File: src/gac_pkg.sv
// package: register map and field layout of the gain amplifier control block
`default_nettype none
package gac_pkg;
  // -------------------------------------------------------------------------
  // register map
  // -------------------------------------------------------------------------
  localparam logic [31:0] GAC_BASE_ADDR      = 32'h400F_0000;
  localparam logic [11:0] GAC_AMP_CONTROL    = 12'h000;
  localparam logic [11:0] GAC_AMP_SETTLE_CNT = 12'h004;
  localparam logic [31:0] GAC_CTRL_RESET     = 32'h0000_0000;
  // -------------------------------------------------------------------------
  // field layout
  // -------------------------------------------------------------------------
  localparam int          GAC_EN_BIT         = 0;
  localparam int          GAC_GAIN_LSB       = 4;
  localparam int          GAC_GAIN_W         = 3;
  localparam logic [2:0]  GAC_GAIN_BYPASS    = 3'h7;
  // -------------------------------------------------------------------------
  // timing
  // -------------------------------------------------------------------------
  localparam int          GAC_CLK_HZ         = 10_000_000;
  localparam int          GAC_SETTLE_US      = 20;
  localparam int          GAC_SETTLE_CYC     = (GAC_SETTLE_US * GAC_CLK_HZ + 999_999) / 1_000_000;
  // -------------------------------------------------------------------------
  // gain selector codes
  // -------------------------------------------------------------------------
  typedef enum logic [2:0] {
    GAC_G2  = 3'b000,
    GAC_G3  = 3'b001,
    GAC_G5  = 3'b010,
    GAC_G7  = 3'b011,
    GAC_G9  = 3'b100,
    GAC_G11 = 3'b101,
    GAC_G13 = 3'b110,
    GAC_G1  = 3'b111
  } gac_gain_t;
endpackage
`default_nettype wire

File: src/gac_settle.sv
// module: settle timer counting cycles after each time the amplifier is enabled
`default_nettype none
module gac_settle
  import gac_pkg::*;
#(
  parameter int CYCLES = GAC_SETTLE_CYC
) (
  // clock and reset
  input  wire logic        ref_clk_i,
  input  wire logic        sys_rst_i,
  // control
  input  wire logic        enable_i,
  // status
  output logic             settled_o,
  output logic [15:0]      count_o
);
  logic [15:0] count_q;
  logic        settled_q;

  // -------------------------------------------------------------------------
  // counter, restarted whenever the amplifier is off
  // -------------------------------------------------------------------------
  always_ff @(posedge ref_clk_i) begin
    if (sys_rst_i || !enable_i) begin
      count_q   <= 16'h0000;
      settled_q <= 1'b0;
    end else if (!settled_q) begin
      if (count_q == 16'(CYCLES - 1)) begin
        settled_q <= 1'b1;
      end
      count_q <= count_q + 16'h0001;
    end
  end

  assign settled_o = settled_q;
  assign count_o   = count_q;
endmodule
`default_nettype wire

File: src/gac_top.sv
// module: register bank controlling the programmable gain amplifier
//
// Implementation choice: the plain strobed port.
`default_nettype none
module gac_top
  import gac_pkg::*;
(
  // clock and reset
  input  wire logic        ref_clk_i,
  input  wire logic        sys_rst_i,
  // register port
  input  wire logic [11:0] addr_i,
  input  wire logic [31:0] wdata_i,
  input  wire logic        wr_i,
  input  wire logic        rd_i,
  output logic      [31:0] rdata_o,
  // amplifier enable
  output logic             amp_enable_o,
  // gain selection
  output logic      [6:0]  amp_gain_sel_o,
  output logic             amp_bypass_o,
  // settling status
  output logic             amp_settled_o,
  // consumers of amplifier output
  output logic             adc_src_amp_o,
  output logic             cmp_src_amp_o
);
  // -------------------------------------------------------------------------
  // internal signals
  // -------------------------------------------------------------------------
  logic        wr_ctl;
  logic        rd_ctl;
  logic        rd_sts;
  logic        amp_enable_d;
  logic        amp_enable_q;
  logic [2:0]  gain_d;
  logic [2:0]  gain_q;
  logic [6:0]  gain_hit;
  logic [6:0]  gain_sel_q;
  logic        bypass_d;
  logic        bypass_q;
  logic        settled;
  logic [15:0] settle_cnt;
  logic        settled_d;
  logic        settled_q;
  logic        adc_src_q;
  logic        cmp_src_q;
  logic [31:0] ctl_view;
  logic [31:0] sts_view;
  logic [31:0] rdata_d;
  logic [31:0] rdata_q;

  // -------------------------------------------------------------------------
  // write decode, status register ignores writes
  // -------------------------------------------------------------------------
  always_comb begin
    wr_ctl = 1'b0;
    if (addr_i == GAC_AMP_CONTROL) begin
      wr_ctl = wr_i;
    end
  end

  // -------------------------------------------------------------------------
  // read decode
  // -------------------------------------------------------------------------
  always_comb begin
    rd_ctl = 1'b0;
    rd_sts = 1'b0;
    if (addr_i == GAC_AMP_CONTROL) begin
      rd_ctl = rd_i;
    end else if (addr_i == GAC_AMP_SETTLE_CNT) begin
      rd_sts = rd_i;
    end
  end

  // -------------------------------------------------------------------------
  // enable bit of the control register
  // -------------------------------------------------------------------------
  always_comb begin
    amp_enable_d = amp_enable_q;
    if (wr_ctl) begin
      amp_enable_d = wdata_i[GAC_EN_BIT];
    end
  end

  always_ff @(posedge ref_clk_i) begin
    if (sys_rst_i) begin
      amp_enable_q <= GAC_CTRL_RESET[GAC_EN_BIT];
    end else begin
      amp_enable_q <= amp_enable_d;
    end
  end

  // -------------------------------------------------------------------------
  // gain field of the control register, reserved bits dropped
  // -------------------------------------------------------------------------
  always_comb begin
    gain_d = gain_q;
    if (wr_ctl) begin
      gain_d = wdata_i[GAC_GAIN_LSB +: GAC_GAIN_W];
    end
  end

  always_ff @(posedge ref_clk_i) begin
    if (sys_rst_i) begin
      gain_q <= GAC_CTRL_RESET[GAC_GAIN_LSB +: GAC_GAIN_W];
    end else begin
      gain_q <= gain_d;
    end
  end

  // -------------------------------------------------------------------------
  // gain decode: one-hot select of the feedback network
  // -------------------------------------------------------------------------
  for (genvar i = 0; i < 7; i++) begin : g_gain_hit
    assign gain_hit[i] = (gain_q == 3'(i));
  end

  always_ff @(posedge ref_clk_i) begin
    if (sys_rst_i) begin
      gain_sel_q <= 7'h00;
    end else begin
      gain_sel_q <= gain_hit;
    end
  end

  // -------------------------------------------------------------------------
  // unity bypass path
  // -------------------------------------------------------------------------
  assign bypass_d = (gain_q == GAC_GAIN_BYPASS);

  always_ff @(posedge ref_clk_i) begin
    if (sys_rst_i) begin
      bypass_q <= 1'b0;
    end else begin
      bypass_q <= bypass_d;
    end
  end

  // -------------------------------------------------------------------------
  // settle timer
  // -------------------------------------------------------------------------
  gac_settle i_gac_settle (
    .ref_clk_i (ref_clk_i),
    .sys_rst_i (sys_rst_i),
    .enable_i  (amp_enable_q),
    .settled_o (settled),
    .count_o   (settle_cnt)
  );

  // -------------------------------------------------------------------------
  // settled flag, cleared one cycle after the amplifier is turned off
  // -------------------------------------------------------------------------
  assign settled_d = settled & amp_enable_q;

  always_ff @(posedge ref_clk_i) begin
    if (sys_rst_i) begin
      settled_q <= 1'b0;
    end else begin
      settled_q <= settled_d;
    end
  end

  // -------------------------------------------------------------------------
  // source selection for converter and comparator
  // -------------------------------------------------------------------------
  always_ff @(posedge ref_clk_i) begin
    if (sys_rst_i) begin
      adc_src_q <= 1'b0;
    end else begin
      adc_src_q <= amp_enable_d;
    end
  end

  always_ff @(posedge ref_clk_i) begin
    if (sys_rst_i) begin
      cmp_src_q <= 1'b0;
    end else begin
      cmp_src_q <= amp_enable_d;
    end
  end

  // -------------------------------------------------------------------------
  // register views
  // -------------------------------------------------------------------------
  assign ctl_view = {25'h000_0000, gain_q, 3'h0, amp_enable_q};
  assign sts_view = {15'h0000, settled, settle_cnt};

  // -------------------------------------------------------------------------
  // read data, one cycle after the strobe
  // -------------------------------------------------------------------------
  always_comb begin
    rdata_d = 32'h0000_0000;
    if (rd_ctl) begin
      rdata_d = ctl_view;
    end else if (rd_sts) begin
      rdata_d = sts_view;
    end
  end

  always_ff @(posedge ref_clk_i) begin
    if (sys_rst_i) begin
      rdata_q <= 32'h0000_0000;
    end else begin
      rdata_q <= rdata_d;
    end
  end

  // -------------------------------------------------------------------------
  // outputs
  // -------------------------------------------------------------------------
  assign rdata_o        = rdata_q;
  assign amp_enable_o   = amp_enable_q;
  assign amp_gain_sel_o = gain_sel_q;
  assign amp_bypass_o   = bypass_q;
  assign amp_settled_o  = settled_q;
  assign adc_src_amp_o  = adc_src_q;
  assign cmp_src_amp_o  = cmp_src_q;
endmodule
`default_nettype wire

File: config.mk
export PLATFORM = sky130hd
export DESIGN_NAME = gac_top
export DESIGN_NICKNAME = d
export VERILOG_FILES = /design/src/gac_pkg.sv /design/src/gac_settle.sv /design/src/gac_top.sv
export SDC_FILE = /design/constraint.sdc
export NUM_CORES = 1
export LEC_CHECK = 0
export BUFFER_PORTS_ARGS = -buffer_cell sky130_fd_sc_hd__buf_2
export CORE_MARGIN = 1
export CORE_UTILIZATION = 40
export CTS_CLUSTER_DIAMETER = 200
export DETAILED_ROUTE_END_ITERATION = 8
export PLACE_DENSITY = 0.81
export SETUP_SLACK_MARGIN = 0.1
export SYNTH_ARGS = -nofsm -noshare
export SYNTH_HDL_FRONTEND = slang
export SYNTH_HIERARCHICAL = 1
export SYNTH_SLANG_ARGS = --single-unit
File: constraint.sdc
create_clock -name ref_clk_i -period 1.6 [get_ports ref_clk_i]
set_clock_uncertainty 0.2 [all_clocks]
set_input_delay 0.24 -clock ref_clk_i [delete_from_list [all_inputs] [get_ports ref_clk_i]]
set_output_delay 0.24 -clock ref_clk_i [all_outputs]
set_load 0.005 [all_outputs]
==> flow_metrics.py <==
metrics = {
    "sta": {
        "timing.setup.tns_ps": 0,
        "setup_violations": 0,
        "hold_slack_ps": 7.414,
        "rsz0062_at_grt": "true",
        "layout_min_cycle_time_ps": 1564,
        "period_share": 0.9773,
        "drv_slew": 0,
        "timing.final.ws_setup_ps": 36.39,
        "hold_violations": 0,
        "max_clock_freq_ghz": 0.6395,
    },
    "yosys": {
        "postSynthAreaPerCell_um2": 9.686,
        "synth_cell_type_count": 39,
        "synthCells": 209,
        "synth-edff-count": 0,
        "async_flop_share": 0,
        "ys_warn_count": 6,
        "synth_ff_type": "dfxtp_1",
        "synth_seq_cells": 47,
        "yosysSeqAreaShare": 0.4648,
        "syn_area_um2": 2024,
    },
    "critical_path": {
        "critPathArrivalTime_ps": 1620,
        "critPathKind": "reg2reg",
        "slowest_delay_ps": 500,
        "reg2reg_setup_slack_ps": 40,
        "worstReg2RegStart": "i_gac_settle/count_o[6]",
        "cp_top_family": "simple AND/OR/NAND/NOR gates",
        "end_kind": "flip-flop",
        "startpoint": "i_gac_settle/count_o[6]",
        "critPathRequiredTime_ps": 1650,
        "crit_buf_inv": 0,
        "worstReg2RegEnd": "i_gac_settle/count_o[15]",
        "critPathLaunchType": "flip-flop",
        "worstPathCellList": "and4_4 > nand4_4 > or4_4 > a21oi_2",
        "slowest_stage": "or4_4",
        "worstPathMaxFanout": 4,
        "reg2reg_depth": 4,
        "cp_num_cells": 4,
    },
    "global_routing": {
        "met3_usage": 0.04144,
        "grt_usage": 0.1647,
        "top_usage_layer": "met2",
        "grt_pass1_vias": 1575,
        "grt_util_met2": 0.2973,
        "grt_start_max_net_pins": 18,
        "met1_usage": 0.1811,
        "grt_pass1_wl_um": 6658,
        "overflow": 0,
        "antenna_found_initial": 0,
    },
    "clock_network": {
        "clk_latency_ps": 310,
        "htreeDepth": 2,
        "numCtsBuffers": 5,
        "path_clk_slew_ps": 100,
        "cts.sinks": 47,
        "clock_tree.root_cell": "clkbuf_8",
        "clockBufferDepth": 2,
        "cts_tree": "built",
    },
    "flow_run": {
        "maxCapViolCount": 0,
    },
    "pwr": {
        "ir_worst_vdd_v": 0.0003361,
        "p_switching_uw": 465.6,
        "p_clk_frac": 0.421,
        "seqPwrFrac": 0.545,
        "swShare": 0.2177,
        "p_int_mw": 1.673,
        "power_density_nw_per_um2": 798.3,
        "power_frac_comb": 0.035,
        "p_leak_nw": 1.174,
    },
    "routing": {
        "routedWlPerCell_um": 11.87,
        "via_per_inst": 4.651,
        "routed_wirelength_um": 4153,
        "ant_nets": 0,
        "drc": 0,
        "drt_iter0_drc": 82,
        "firstDrtPassIters": 4,
        "vias": 1628,
    },
    "floorplanning": {
        "rows": 25,
        "dieArea_um2": 5349,
        "coreArea_um2": 4786,
        "die_w_um": 73.14,
        "ios": 92,
        "die_height_um": 73.14,
        "start_util": 0.4230,
    },
    "hold_path": {
        "holdPathEnd": "gain_q[1]",
        "hold_class": "in2reg",
        "min_path_cells": 3,
        "worst_hold_startpoint": "wdata_i[5]",
    },
    "cells_and_area": {
        "multi_input_area_um2": 975.9,
        "regArea_um2": 964.7,
        "fillers": 411,
        "antenna_cells": 0,
        "final_cells": 350,
        "synthToLayoutAreaGrowth_pct": 32.32,
        "fin_util": 0.5597,
        "fin_nets": 332,
        "drive_gt1_frac": 0.4311,
    },
    "status": {
        "status": "complete, no violations",
    },
    "placed_design": {
        "dp_hpwl_um": 2885,
        "placedCellCount": 330,
        "place_congestion": 0.8532,
        "io_buffers": 48,
        "dp_slack_ps": 10.99,
    },
}
cell families (layout without fill, tap and decap cells):
kind of cell    count (synthesis)  after routing  synth area share
buf+inv                        41            101            0.1150
other cells                     1             15          0.001852
fa+ha+maj                       2              2           0.01236
simple gates                   90             90            0.2868
compound gates                  7              7           0.02163
mux                            10             10           0.05006
xor+xnor                       11             11           0.04759
flops                          47             47            0.4648
registers in the layout, indices dropped and copies added (netlist names):
signal and flops:
rdata_o 17, i_gac_settle/count_o 16, amp_gain_sel_o 7, gain_q 3
amp_bypass_o 1, amp_settled_o 1, cmp_src_amp_o 1, i_gac_settle/settled_o 1
worst max path at each step:
stage,slack [ps],endpoint
2_1_floorplan,50,i_gac_settle/count_o[14]
3_3_place_gp,40,i_gac_settle/count_o[14]
3_5_place_dp,10,i_gac_settle/count_o[14]
4_1_cts,60,i_gac_settle/count_o[14]
5_1_grt,5,i_gac_settle/count_o[15]
6_report,40,i_gac_settle/count_o[15]
Yosys cell counts, types with 2 or more instances:
library cell / n / area share
dfxtp_1: 47 / 0.46
nor2_1: 23 / 0.043
buf_4: 18 / 0.067
inv_1: 16 / 0.030
nor3_1: 13 / 0.032
nand2b_1: 11 / 0.034
mux2i_1: 9 / 0.045
nor3_2: 6 / 0.030
xnor2_1: 6 / 0.026
nand2_1: 5 / 0.0093
xor2_1: 5 / 0.022
nand4_1: 4 / 0.012
nor2b_1: 4 / 0.012
nor4_1: 4 / 0.012
a21oi_1: 3 / 0.0074
buf_2: 3 / 0.0074
clkbuf_1: 3 / 0.0056
nand3_1: 3 / 0.0074
and4b_1: 2 / 0.0099
ha_1: 2 / 0.012
nor4_4: 2 / 0.021
o31ai_1: 2 / 0.0074
or4_1: 2 / 0.0074
per-stage QoR:
stage,total power [mW],cell area [um^2]
global route,2.203,2679
finish,2.138,2679
global placement,1.264,2396
detailed placement,1.265,2396
floorplan,1.256,2115
CTS,2.146,2640
final cells by class:
type,count,share of cell area
clock buffers,5,0.02569
repair buffers,77,0.1784
inverters,16,0.02242
flip-flops and latches,47,0.3601
well taps,67,0.03129
multi-input cells,135,0.3643
clock inverters,3,0.01775
worst register-to-register path: stages, from the launching register on:
cell     delay, ps
dfxtp_2        350
and4_4         240
nand4_4        100
or4_4          500
a21oi_2        110
layer usage:
metal,up-vias,routed length (um)
li1,809,-
met1,758,1789
met2,55,2096
met3,6,198
met4,0,70
met5,-,0
power groups by stage:
| stage | clock network [mW] | registers, mW | logic (mW) |
|---|---|---|---|
| floorplan | 0 | 1.20 | 0.0601 |
| global placement | 0 | 1.20 | 0.0682 |
| detailed placement | 0 | 1.20 | 0.0697 |
| CTS | 0.906 | 1.16 | 0.0750 |
| global route | 0.954 | 1.17 | 0.0830 |
| finish | 0.899 | 1.16 | 0.0744 |
what timing repair did:
action | CTS | global route
buffers inserted | 9 | 0
hold endpoints to repair | 3 | 0
hold buffers | 3 | 0
endpoints found under the setup margin | 7 | 10
pin swaps | 7 | 2
gates resized for setup | 8 | 9
cell usage in the layout (no fill, tap or decap), drive strengths merged, types with 2 or more instances in the layout:
| cell type | netlist | layout |
|---|---|---|
| xnor2 | 6 | 6 |
| nor4 | 6 | 6 |
| o31ai | 2 | 2 |
| buf | 22 | 74 |
| nor2 | 23 | 23 |
| or4 | 2 | 2 |
| inv | 16 | 17 |
| and3 | 2 | 2 |
| dfxtp | 47 | 47 |
| nor2b | 4 | 4 |
| nand4 | 6 | 6 |
| mux2i | 9 | 9 |
| nand2 | 5 | 5 |
| nand2b | 11 | 11 |
| nor3 | 19 | 19 |
| clkbuf | 3 | 5 |
| dlygate4sd3 | 0 | 3 |
| conb | 1 | 15 |
| a21oi | 3 | 3 |
| ha | 2 | 2 |
| nand3 | 3 | 3 |
| xor2 | 5 | 5 |
| and4b | 2 | 2 |
Note: power is estimated with default switching activity, not from simulation.
